==> src/inc/pm_setpoint_pkg.sv <==
// Constants for the profile motion setpoint unit: object indices,
// control/status bit positions, reset values and timing.
// Assumes a single 100 MHz clock domain.
package pm_setpoint_pkg;
  // ----------------------------------------------------------------
  // Object indices
  // ----------------------------------------------------------------
  localparam logic [15:0] IDX_FAULT_CODE = 16'h603F;
  localparam logic [15:0] IDX_CONTROL = 16'h6040;
  localparam logic [15:0] IDX_STATUS = 16'h6041;
  localparam logic [15:0] IDX_HALT_OPTION = 16'h605D;
  localparam logic [15:0] IDX_MODE_SELECT = 16'h6060;
  localparam logic [15:0] IDX_MODE_SHOWN = 16'h6061;
  localparam logic [15:0] IDX_POS_ENCODER = 16'h6063;
  localparam logic [15:0] IDX_POS_COMMAND = 16'h6064;
  localparam logic [15:0] IDX_FOLLOW_LIMIT = 16'h6065;
  localparam logic [15:0] IDX_REACH_THRESH = 16'h6067;
  localparam logic [15:0] IDX_REACH_WINDOW = 16'h6068;
  localparam logic [15:0] IDX_SPEED_ACTUAL = 16'h606C;
  localparam logic [15:0] IDX_SPEED_THRESH = 16'h606D;
  localparam logic [15:0] IDX_SPEED_WINDOW = 16'h606E;
  localparam logic [15:0] IDX_TORQUE_ACTUAL = 16'h6077;
  localparam logic [15:0] IDX_TARGET_POS = 16'h607A;
  localparam logic [15:0] IDX_SPEED_CEIL = 16'h607F;
  localparam logic [15:0] IDX_PROFILE_VEL = 16'h6081;
  localparam logic [15:0] IDX_ACCEL = 16'h6083;
  localparam logic [15:0] IDX_DECEL = 16'h6084;
  localparam logic [15:0] IDX_TORQUE_POS = 16'h60E0;
  localparam logic [15:0] IDX_TORQUE_NEG = 16'h60E1;
  localparam logic [15:0] IDX_SPEED_TARGET = 16'h60FF;
  // ----------------------------------------------------------------
  // Control and status word bits
  // ----------------------------------------------------------------
  localparam int CW_NEW_SETPOINT = 4;
  localparam int CW_IMMEDIATE = 5;
  localparam int CW_RELATIVE = 6;
  localparam int CW_FAULT_RESET = 7;
  localparam int CW_HALT = 8;
  localparam int CW_BLEND = 9;
  localparam logic [3:0] CW_RUN_MASK = 4'hF;
  localparam int SW_TARGET_REACHED = 10;
  localparam int SW_INTERNAL_LIMIT = 11;
  localparam int SW_SETPOINT_ACK = 12;
  localparam int SW_FOLLOW_ERROR = 13;
  localparam int SW_HOME_FOUND = 15;
  // ----------------------------------------------------------------
  // Reset values and special codes
  // ----------------------------------------------------------------
  localparam logic [31:0] FOLLOW_DISABLE = 32'h0FFFFFFF;
  localparam logic [31:0] RST_FOLLOW_LIMIT = 32'h00100000;
  localparam logic [31:0] RST_REACH_THRESH = 32'h000002DE;
  localparam logic [15:0] RST_REACH_WINDOW = 16'h000A;
  localparam logic [31:0] RST_SPEED_CEIL = 32'h000000E6;
  localparam logic [15:0] RST_TORQUE_LIMIT = 16'h1388;
  localparam logic [31:0] RST_ACCEL = 32'h00000064;
  // ----------------------------------------------------------------
  // Timing
  // ----------------------------------------------------------------
  localparam int CLK_PERIOD_NS = 10;
  localparam int MS_NS = 1000000;
  localparam int MS_CYCLES = MS_NS / CLK_PERIOD_NS;
  typedef enum logic [1:0] {
    PLAN_IDLE = 2'b00,
    PLAN_MOVING = 2'b01,
    PLAN_QUEUED = 2'b11
  } plan_state_t;
endpackage

==> src/verilog/profile_motion_setpoint_unit.sv <==
// Setpoint handshake, planner hand-off and status word logic of a
// servo drive in profile position and profile velocity modes.
// Assumes the servo loops supply deviation, speed and limit inputs
// synchronous to sys_clk, and odSync marks each process-data cycle.
`timescale 1ns/1ps
// Behaviour
// In-band deviation for window time sets reached
// Either condition failing clears reached
// Deviation over limit raises following error
// All-ones limit disables following error check; the code disables it at FOLLOW_DISABLE (0FFFFFFF) instead
// Control bit 5 selects single or multi-point
// Bit 4 rising edge loads new target
// Take sets ack; next only when ack clear
// Single-point edge replans at once
// Bit 9 clear: queued point follows completion
// Bit 9 set: trigger speed starts next move
// Controller maps required process data objects
// Velocity mode: controller gives speed and ramps
// Run only when control bits 0-3 set
// Bit 8 pauses motion per halt option
// Status bit 10 shows target reached
// Status bit 11 follows internal limit
// Status bit 15 set once homing done
// Velocity mode speed reached after window
// One acceptance per sampled bit 4 edge
module profile_motion_setpoint_unit #(
  parameter logic [7:0] MODE_PROFILE_POSITION = 8'h01,
  parameter logic [7:0] MODE_PROFILE_VELOCITY = 8'h03,
  parameter logic [15:0] FAULT_FOLLOWING = 16'h0001, // Arbitrary value
  parameter int MS_CYCLES_P = pm_setpoint_pkg::MS_CYCLES
) (
  input wire logic sys_clk, // 100 MHz clock
  input wire logic resetn, // Async reset, active low
  input wire logic odWrEn, // Object write strobe
  input wire logic odRdEn, // Object read strobe
  input wire logic [15:0] odIndex, // Object index
  input wire logic [31:0] odWrData, // Write data
  output logic [31:0] odRdData, // Read data, registered
  output logic odRdValid, // Read data valid pulse
  output logic odAccessErr, // Unknown index or RO write
  input wire logic odSync, // Process-data cycle boundary
  input wire logic signed [31:0] posDeviation, // Following deviation
  input wire logic signed [31:0] speedActualIn, // Measured speed
  input wire logic [15:0] torqueActualIn, // Measured torque
  input wire logic [31:0] posEncoderIn, // Feedback, encoder units
  input wire logic [31:0] posCommandIn, // Feedback, command units
  input wire logic cmdOverLimit, // Position command over limit
  input wire logic fbOverLimit, // Position feedback over limit
  input wire logic homeDone, // Homing sequence finished
  input wire logic planDone, // Planner finished current point
  output logic driveRun, // Operation enabled
  output logic haltActive, // Pause per halt option
  output logic [15:0] haltOption, // Halt option code
  output logic setpointLoad, // Hand new point to planner
  output logic setpointReplan, // Abort current plan, replan
  output logic setpointRelative, // Target is relative
  output logic [31:0] setpointTarget, // Target position
  output logic [31:0] setpointVelocity, // Profile velocity
  output logic [31:0] setpointAccel, // Acceleration
  output logic [31:0] setpointDecel, // Deceleration
  output logic blendEnable, // Start next move at blendSpeed
  output logic [31:0] blendSpeed, // Speed at trigger edge
  output logic positioningDone, // Positioning complete output
  output logic speedReachedOut, // Speed reached output
  output logic followAlarm // Panel alarm, following error
);
  import pm_setpoint_pkg::*;

  initial begin
    if (MS_CYCLES_P < 1) begin
      $error("MS_CYCLES_P must be at least one");
    end
  end

  // ----------------------------------------------------------------
  // Object store
  // ----------------------------------------------------------------
  logic [15:0] controlReg, faultCodeReg, statusReg, haltOptReg;
  logic [7:0] modeSelReg, modeShownReg;
  logic [31:0] followLimReg, reachThrReg, speedThrReg, speedCeilReg;
  logic [15:0] reachWinReg, speedWinReg, torqPosReg, torqNegReg;
  logic [31:0] targetPosReg, profVelReg, accelReg, decelReg;
  logic [31:0] speedTgtReg;
  logic wrOk;

  always_comb begin
    case (odIndex)
      IDX_CONTROL, IDX_HALT_OPTION, IDX_MODE_SELECT, IDX_FOLLOW_LIMIT,
      IDX_REACH_THRESH, IDX_REACH_WINDOW, IDX_SPEED_THRESH,
      IDX_SPEED_WINDOW, IDX_TARGET_POS, IDX_SPEED_CEIL,
      IDX_PROFILE_VEL, IDX_ACCEL, IDX_DECEL, IDX_TORQUE_POS,
      IDX_TORQUE_NEG, IDX_SPEED_TARGET: wrOk = 1'b1;
      default: wrOk = 1'b0;
    endcase
  end

  always_ff @(posedge sys_clk or negedge resetn) begin
    if (!resetn) begin
      controlReg <= '0;
      haltOptReg <= '0;
      modeSelReg <= '0;
      followLimReg <= RST_FOLLOW_LIMIT;
      reachThrReg <= RST_REACH_THRESH;
      reachWinReg <= RST_REACH_WINDOW;
      speedThrReg <= '0;
      speedWinReg <= '0;
      targetPosReg <= '0;
      speedCeilReg <= RST_SPEED_CEIL;
      profVelReg <= '0;
      accelReg <= RST_ACCEL;
      decelReg <= RST_ACCEL;
      torqPosReg <= RST_TORQUE_LIMIT;
      torqNegReg <= RST_TORQUE_LIMIT;
      speedTgtReg <= '0;
    end else if (odWrEn && wrOk) begin
      case (odIndex)
        IDX_CONTROL: controlReg <= odWrData[15:0];
        IDX_HALT_OPTION: haltOptReg <= odWrData[15:0];
        IDX_MODE_SELECT: modeSelReg <= odWrData[7:0];
        IDX_FOLLOW_LIMIT: followLimReg <= odWrData;
        IDX_REACH_THRESH: reachThrReg <= odWrData;
        IDX_REACH_WINDOW: reachWinReg <= odWrData[15:0];
        IDX_SPEED_THRESH: speedThrReg <= odWrData;
        IDX_SPEED_WINDOW: speedWinReg <= odWrData[15:0];
        IDX_TARGET_POS: targetPosReg <= odWrData;
        IDX_SPEED_CEIL: speedCeilReg <= odWrData;
        IDX_PROFILE_VEL: profVelReg <= odWrData;
        IDX_ACCEL: accelReg <= odWrData;
        IDX_DECEL: decelReg <= odWrData;
        IDX_TORQUE_POS: torqPosReg <= odWrData[15:0];
        IDX_TORQUE_NEG: torqNegReg <= odWrData[15:0];
        default: speedTgtReg <= odWrData;
      endcase
    end
  end

  always_ff @(posedge sys_clk or negedge resetn) begin
    if (!resetn) begin
      odRdData <= '0;
      odRdValid <= 1'b0;
      odAccessErr <= 1'b0;
    end else begin
      odRdValid <= odRdEn;
      odAccessErr <= odWrEn && !wrOk;
      if (odRdEn) begin
        case (odIndex)
          IDX_FAULT_CODE: odRdData <= {16'h0000, faultCodeReg};
          IDX_CONTROL: odRdData <= {16'h0000, controlReg};
          IDX_STATUS: odRdData <= {16'h0000, statusReg};
          IDX_HALT_OPTION: odRdData <= {16'h0000, haltOptReg};
          IDX_MODE_SELECT: odRdData <= {24'h000000, modeSelReg};
          IDX_MODE_SHOWN: odRdData <= {24'h000000, modeShownReg};
          IDX_POS_ENCODER: odRdData <= posEncoderIn;
          IDX_POS_COMMAND: odRdData <= posCommandIn;
          IDX_FOLLOW_LIMIT: odRdData <= followLimReg;
          IDX_REACH_THRESH: odRdData <= reachThrReg;
          IDX_REACH_WINDOW: odRdData <= {16'h0000, reachWinReg};
          IDX_SPEED_ACTUAL: odRdData <= speedActualIn;
          IDX_SPEED_THRESH: odRdData <= speedThrReg;
          IDX_SPEED_WINDOW: odRdData <= {16'h0000, speedWinReg};
          IDX_TORQUE_ACTUAL: odRdData <= {16'h0000, torqueActualIn};
          IDX_TARGET_POS: odRdData <= targetPosReg;
          IDX_SPEED_CEIL: odRdData <= speedCeilReg;
          IDX_PROFILE_VEL: odRdData <= profVelReg;
          IDX_ACCEL: odRdData <= accelReg;
          IDX_DECEL: odRdData <= decelReg;
          IDX_TORQUE_POS: odRdData <= {16'h0000, torqPosReg};
          IDX_TORQUE_NEG: odRdData <= {16'h0000, torqNegReg};
          IDX_SPEED_TARGET: odRdData <= speedTgtReg;
          default: odRdData <= '0;
        endcase
      end
    end
  end

  // ----------------------------------------------------------------
  // Operating state and setpoint edge
  // ----------------------------------------------------------------
  logic ppMode, pvMode, cwBit4Prev, cwBit7Prev, newEdge, takeReg;
  assign ppMode = (modeShownReg == MODE_PROFILE_POSITION);
  assign pvMode = (modeShownReg == MODE_PROFILE_VELOCITY);
  assign driveRun = (controlReg[3:0] == CW_RUN_MASK);
  assign haltActive = driveRun && controlReg[CW_HALT];
  assign haltOption = haltOptReg;
  // Edge taken between successive process-data samples only
  assign newEdge = odSync && controlReg[CW_NEW_SETPOINT] &&
                   !cwBit4Prev;

  always_ff @(posedge sys_clk or negedge resetn) begin
    if (!resetn) begin
      cwBit4Prev <= 1'b0;
      cwBit7Prev <= 1'b0;
      modeShownReg <= '0;
    end else begin
      modeShownReg <= modeSelReg;
      if (odSync) begin
        cwBit4Prev <= controlReg[CW_NEW_SETPOINT];
        cwBit7Prev <= controlReg[CW_FAULT_RESET];
      end
    end
  end

  // ----------------------------------------------------------------
  // Planner hand-off
  // ----------------------------------------------------------------
  plan_state_t planReg, planNext;
  logic ackReg, canTake, single;
  logic [31:0] pendTarget, pendVel;
  logic pendRel;
  assign single = controlReg[CW_IMMEDIATE];
  // Multi-point holds one queued point; further edges wait for ack
  assign canTake = newEdge && driveRun && ppMode && !ackReg &&
                   (single || planReg != PLAN_QUEUED);

  always_comb begin
    planNext = planReg;
    case (planReg)
      PLAN_IDLE: if (canTake) planNext = PLAN_MOVING;
      PLAN_MOVING: begin
        if (canTake && !single) begin
          planNext = PLAN_QUEUED;
        end else if (planDone && !canTake) begin
          planNext = PLAN_IDLE;
        end
      end
      PLAN_QUEUED: if (planDone) planNext = PLAN_MOVING;
      default: planNext = PLAN_IDLE;
    endcase
    if (!ppMode) begin
      planNext = PLAN_IDLE;
    end
  end

  always_ff @(posedge sys_clk or negedge resetn) begin
    if (!resetn) begin
      planReg <= PLAN_IDLE;
      takeReg <= 1'b0;
      setpointLoad <= 1'b0;
      setpointReplan <= 1'b0;
      setpointRelative <= 1'b0;
      setpointTarget <= '0;
      setpointVelocity <= '0;
      setpointAccel <= '0;
      setpointDecel <= '0;
      pendTarget <= '0;
      pendVel <= '0;
      pendRel <= 1'b0;
      blendEnable <= 1'b0;
      blendSpeed <= '0;
    end else begin
      planReg <= planNext;
      takeReg <= canTake;
      setpointLoad <= 1'b0;
      setpointReplan <= 1'b0;
      if (canTake && (single || planReg == PLAN_IDLE)) begin
        setpointLoad <= 1'b1;
        setpointReplan <= single && planReg != PLAN_IDLE;
        setpointTarget <= targetPosReg;
        setpointVelocity <= profVelReg;
        setpointRelative <= controlReg[CW_RELATIVE];
        setpointAccel <= accelReg;
        setpointDecel <= decelReg;
        blendEnable <= 1'b0;
      end else if (canTake) begin
        pendTarget <= targetPosReg;
        pendVel <= profVelReg;
        pendRel <= controlReg[CW_RELATIVE];
        // Speed at the trigger edge seeds the next move
        blendEnable <= controlReg[CW_BLEND];
        blendSpeed <= speedActualIn;
      end else if (planReg == PLAN_QUEUED && planDone) begin
        setpointLoad <= 1'b1;
        setpointTarget <= pendTarget;
        setpointVelocity <= pendVel;
        setpointRelative <= pendRel;
        setpointAccel <= accelReg;
        setpointDecel <= decelReg;
      end
    end
  end

  // Ack stays set while a point waits, so the master cannot overrun
  always_ff @(posedge sys_clk or negedge resetn) begin
    if (!resetn) begin
      ackReg <= 1'b0;
    end else if (canTake) begin
      ackReg <= 1'b1;
    end else if (odSync && !controlReg[CW_NEW_SETPOINT] &&
                 planReg != PLAN_QUEUED) begin
      ackReg <= 1'b0;
    end
  end

  // ----------------------------------------------------------------
  // Millisecond tick and arrival windows
  // ----------------------------------------------------------------
  logic [31:0] msPresc;
  logic msTick, posInBand, spdInBand, posReached, spdReached;
  logic [15:0] posMs, spdMs;
  logic [32:0] devAbs, spdDiffAbs, spdDiff;
  assign msTick = (msPresc == 32'(MS_CYCLES_P - 1));
  assign devAbs = posDeviation[31] ? 33'(-{posDeviation[31], posDeviation})
                                   : {1'b0, posDeviation};
  assign spdDiff = {speedTgtReg[31], speedTgtReg} -
                   {speedActualIn[31], speedActualIn};
  assign spdDiffAbs = spdDiff[32] ? 33'(-spdDiff) : spdDiff;
  assign posInBand = devAbs <= {1'b0, reachThrReg};
  assign spdInBand = spdDiffAbs <= {1'b0, speedThrReg};

  always_ff @(posedge sys_clk or negedge resetn) begin
    if (!resetn) begin
      msPresc <= '0;
    end else begin
      msPresc <= msTick ? '0 : msPresc + 32'h00000001;
    end
  end

  always_ff @(posedge sys_clk or negedge resetn) begin
    if (!resetn) begin
      posMs <= '0;
    end else if (!posInBand) begin
      posMs <= '0;
    end else if (msTick && posMs != 16'hFFFF) begin
      posMs <= posMs + 16'h0001;
    end
  end

  always_ff @(posedge sys_clk or negedge resetn) begin
    if (!resetn) begin
      spdMs <= '0;
    end else if (!spdInBand || !driveRun) begin
      spdMs <= '0;
    end else if (msTick && spdMs != 16'hFFFF) begin
      spdMs <= spdMs + 16'h0001;
    end
  end

  // Reached only while both in band and window elapsed
  assign posReached = posInBand && (posMs >= reachWinReg);
  assign spdReached = driveRun && pvMode && spdInBand &&
                      (spdMs >= speedWinReg);

  // ----------------------------------------------------------------
  // Following error and status word
  // ----------------------------------------------------------------
  logic followErr, followHit, homeFound;
  assign followHit = (followLimReg != FOLLOW_DISABLE) &&
                     (devAbs > {1'b0, followLimReg});
  assign followAlarm = followErr;

  // A fresh violation beats a fault reset in the same cycle
  always_ff @(posedge sys_clk or negedge resetn) begin
    if (!resetn) begin
      followErr <= 1'b0;
      faultCodeReg <= '0;
    end else if (followHit) begin
      followErr <= 1'b1;
      faultCodeReg <= FAULT_FOLLOWING;
    end else if (odSync && controlReg[CW_FAULT_RESET] && !cwBit7Prev) begin
      followErr <= 1'b0;
      faultCodeReg <= '0;
    end
  end

  always_ff @(posedge sys_clk or negedge resetn) begin
    if (!resetn) begin
      homeFound <= 1'b0;
      positioningDone <= 1'b0;
      speedReachedOut <= 1'b0;
      statusReg <= '0;
    end else begin
      if (homeDone) begin
        homeFound <= 1'b1;
      end
      positioningDone <= ppMode && posReached;
      speedReachedOut <= spdReached;
      statusReg <= '0;
      statusReg[3:0] <= controlReg[3:0];
      statusReg[SW_TARGET_REACHED] <= (ppMode && posReached) ||
                                      spdReached;
      statusReg[SW_INTERNAL_LIMIT] <= cmdOverLimit || fbOverLimit;
      statusReg[SW_SETPOINT_ACK] <= ackReg;
      statusReg[SW_FOLLOW_ERROR] <= followErr;
      statusReg[SW_HOME_FOUND] <= homeFound || homeDone;
    end
  end
endmodule // profile_motion_setpoint_unit

==> config.mk <==
export PLATFORM = sky130hd
export DESIGN_NAME = profile_motion_setpoint_unit
export DESIGN_NICKNAME = d
export VERILOG_FILES = /design/src/inc/pm_setpoint_pkg.sv /design/src/verilog/profile_motion_setpoint_unit.sv
export SDC_FILE = /design/constraint.sdc
export NUM_CORES = 2
export LEC_CHECK = 0
export ABC_AREA = 0
export BUFFER_PORTS_ARGS = -buffer_cell sky130_fd_sc_hd__clkbuf_2
export CORE_MARGIN = 4
export CORE_UTILIZATION = 40
export CTS_BUF_LIST = sky130_fd_sc_hd__clkbuf_4 sky130_fd_sc_hd__clkbuf_8
export DETAILED_ROUTE_END_ITERATION = 8
export GPL_TIMING_DRIVEN = 0
export HOLD_SLACK_MARGIN = 0.08
export PLACE_DENSITY_LB_ADDON = 0.12
export SLEW_MARGIN = 20
export SYNTH_ARGS = -nofsm -noshare
export SYNTH_HDL_FRONTEND = slang
export SYNTH_SLANG_ARGS = --single-unit
==> constraint.sdc <==
create_clock -name sys_clk -period 5.5 [get_ports sys_clk]
set_input_delay 0.825 -clock sys_clk [delete_from_list [all_inputs] [get_ports sys_clk]]
set_output_delay 0.825 -clock sys_clk [all_outputs]
set_load 0.01 [all_outputs]
==> results.json <==
{
  "fin_skew_ns": 0.05007,
  "wirelength_mm": 158.9,
  "max_slew_margin_pct": 21.27,
  "cp.required_ns": 6.22,
  "antenna_found_initial": 9,
  "peakVddDrop_uv": 235.6,
  "ys.flop_type": "dfrtp_1",
  "dpl.hpwl_mm": 123.9,
  "fin_nets": 4455,
  "synth_edf_count": 0,
  "die_width_um": 320.0,
  "drc": 0,
  "critical_path_class": "flip-flop to flip-flop",
  "powerDensity_mw_per_mm2": 263.9,
  "synthToLayoutAreaGrowth_pct": 18.98,
  "r2r_cells": 19,
  "tns_ns": 0,
  "ys_async_sr_fraction_pct": 100.0,
  "cts.sinks": 745,
  "fin_crit_sh_pct": 97.68,
  "p_leak_nw": 22.10,
  "period_minus_slack_ns": 5.372,
  "core_mm2": 0.09657,
  "clk_pin_slew_worst_paths_ns": 0.06,
  "numCtsBuffers": 138,
  "grt_pass1_wl_mm": 226.1,
  "hold_end": "statusReg[11]$_DFF_PN0_",
  "cp.arrival_ns": 6.09,
  "synth_top_area_share_pct": 45.89,
  "grt_max_degree": 88,
  "netlist_area_mm2": 0.03893,
  "hold_viol_final": 0,
  "die_y_um": 320.0,
  "ys_seq_area_share_pct": 47.98,
  "hp-class": "input port to flip-flop",
  "vias": 32210,
  "rsz0062_at_grt": "yes",
  "place_ws_ns": -1.622,
  "crit_path_end_kind": "flip-flop",
  "min_path_cells": 2,
  "synth_area_per_cell_um2": 11.11,
  "outcome": "complete, no violations",
  "initial_core_util_pct": 40.32,
  "dieArea_mm2": 0.1024,
  "first_pass_iters": 6,
  "drive_gt1_share_pct": 30.40,
  "clk_latency_ns": 0.84,
  "r2r_start": "speedTgtReg[0]$_DFFE_PN0P_",
  "grt_pass1_vias": 31560,
  "reg2reg_to": "speedReachedOut$_DFF_PN0_",
  "startpoint_type": "flip-flop",
  "synth_largest_area_cell": "dfrtp_1",
  "hp-start": "cmdOverLimit",
  "yosysMostFrequentCell": "dfrtp_1",
  "ant_nets": 0,
  "dpl.cell_count": 5211,
  "netlist_top_cells_count": "714 x dfrtp_1, 464 x mux2_2, 278 x nand2_1, 210 x o21ai_0, 190 x inv_1",
  "rrSetupSlack_ns": 0.13,
  "ios": 420,
  "track_usage_pct": 30.36,
  "crit_fanout": 6,
  "wl_per_cell_um": 29.05,
  "rows": 114,
  "avgViaCountPerCell": 5.886,
  "cts_buffer_depth": 3,
  "cts_tree": "done",
  "io_buffers": 413,
  "gp_congestion": 0.9668,
  "synth_fp_nets": 3874,
  "timing_worst_slew_pin_value_ns": 1.181,
  "detail_route.iter0.violations": 3301,
  "synth_seq_cells": 745,
  "fmax_mhz": 186.1,
  "synth.distinct_cells": 88,
  "slew_violations": 0,
  "whs_ns": 0.1892,
  "yosys_warnings": 0,
  "maxCapViolCount": 0,
  "layout_setup_ws_ns": 0.1277,
  "cts-root-buf": "clkbuf_8",
  "synth_area_leaders": "dfrtp_1 46%, mux2_2 13%, ha_1 5.4%",
  "synthCells": 3503,
  "setup_viol": 0,
  "stdcell_count": 5472,
  "htreeDepth": 4,
  "grt.overflow.total": 0
}
## cells in the final DEF, fill, tap and decap left out, types with 52 or more instances in the layout
master | synthesis | layout
xnor2_1 | 86 | 86
o21ai_0 | 210 | 205
mux2i_1 | 82 | 82
a222oi_1 | 52 | 52
ha_1 | 169 | 169
a21o_1 | 54 | 54
nand4_1 | 89 | 89
mux2_2 | 464 | 464
dfrtp_1 | 714 | 712
nor2_1 | 108 | 105
a21oi_1 | 75 | 74
clkbuf_2 | 0 | 418
clkbuf_8 | 0 | 169
clkbuf_4 | 0 | 59
nand2_1 | 278 | 278
a22oi_1 | 53 | 53
a221oi_1 | 55 | 55
a22o_1 | 83 | 83
inv_1 | 190 | 190
clkbuf_1 | 138 | 129
## area by class of cell
cell class	instances	area (um^2)
Antenna cell	5	12.51
Buffer	182	725.7
Clock buffer	226	2748
Clock inverter	21	270.3
Fill cell	9262	50240
Inverter	191	716.9
Multi-Input combinational cell	2383	19060
Sequential cell	745	18680
Tap cell	1276	1597
Timing Repair Buffer	443	2509
## report_power, final
part	switching, mW	leakage, nW	total [mW]	internal [mW]
sequential	0.00360	10.2	5.49	5.49
clock	2.51	1.59	5.86	3.35
combinational	0.602	10.3	0.875	0.273
## critical path, cell delays in order, from the launching register on
cell and delay [ns]:
dfrtp_1 0.36, inv_1 0.08, ha_1 0.23, fa_1 0.42, nand2b_1 0.24, a21boi_4 0.30
o21ai_2 0.16, a2111oi_0 0.68, a211oi_1 0.19, xor2_1 0.24, nand4_1 0.22, o31ai_2 0.31
xnor2_1 0.11, ha_1 0.34, nand4_1 0.11, nor2_2 0.14, nand2_1 0.13, o311a_4 0.44
o21bai_2 0.30, a31oi_2 0.26
## timing repair
action / in CTS / in global routing
endpoints found under the hold margin: 22 / 0
gates resized for setup: 16 / 29
setup buffers: 5 / 5
hold buffers: 1 / 0
endpoints found under the setup margin: 28 / 28
pin swaps: 5 / 7
## cell families after synthesis
logic type | Yosys count | synth area share [%]
AND/OR/NAND/NOR | 773 | 10.01
flip-flops | 745 | 47.98
AO/OA/AOI/OAI | 720 | 13.12
multiplexers | 587 | 16.71
buffers and inverters | 375 | 3.693
adder cells (fa/ha/maj) | 170 | 5.483
XOR/XNOR | 133 | 2.992
## per-stage QoR
stage          utilization, %  cell area [um^2]  power [mW]
3_5_place_dp            44.57             43040       6.447
2_1_floorplan               -             38930       5.960
6_report                47.97             46320       12.22
5_1_grt                 47.96             46310       12.65
4_1_cts                 47.81             46170       12.32
3_3_place_gp            44.11             42600       6.424
## routing by layer
layer | wire length, um | vias to the layer above | track usage, %
met5 | 0 | - | 0
li1 | - | 14120 | -
met1 | 68490 | 16410 | 41.59
met2 | 71240 | 1391 | 46.97
met3 | 12860 | 295 | 6.961
met4 | 6363 | 0 | 11.65
## worst max-delay path by stage
stage                                from                        end  cells past startpoint
6_report       speedTgtReg[0]$_DFFE_PN0P_  speedReachedOut$_DFF_PN0_                     19
5_1_grt        speedTgtReg[0]$_DFFE_PN0P_  speedReachedOut$_DFF_PN0_                     20
3_5_place_dp             speedActualIn[6]  speedReachedOut$_DFF_PN0_                     24
4_1_cts        speedTgtReg[0]$_DFFE_PN0P_  speedReachedOut$_DFF_PN0_                     23
2_1_floorplan            speedActualIn[0]       spdMs[4]$_DFFE_PN0P_                     22
3_3_place_gp                       resetn      msPresc[16]$_DFF_PN0_                      1
Note: power is estimated with default switching activity, not from simulation.
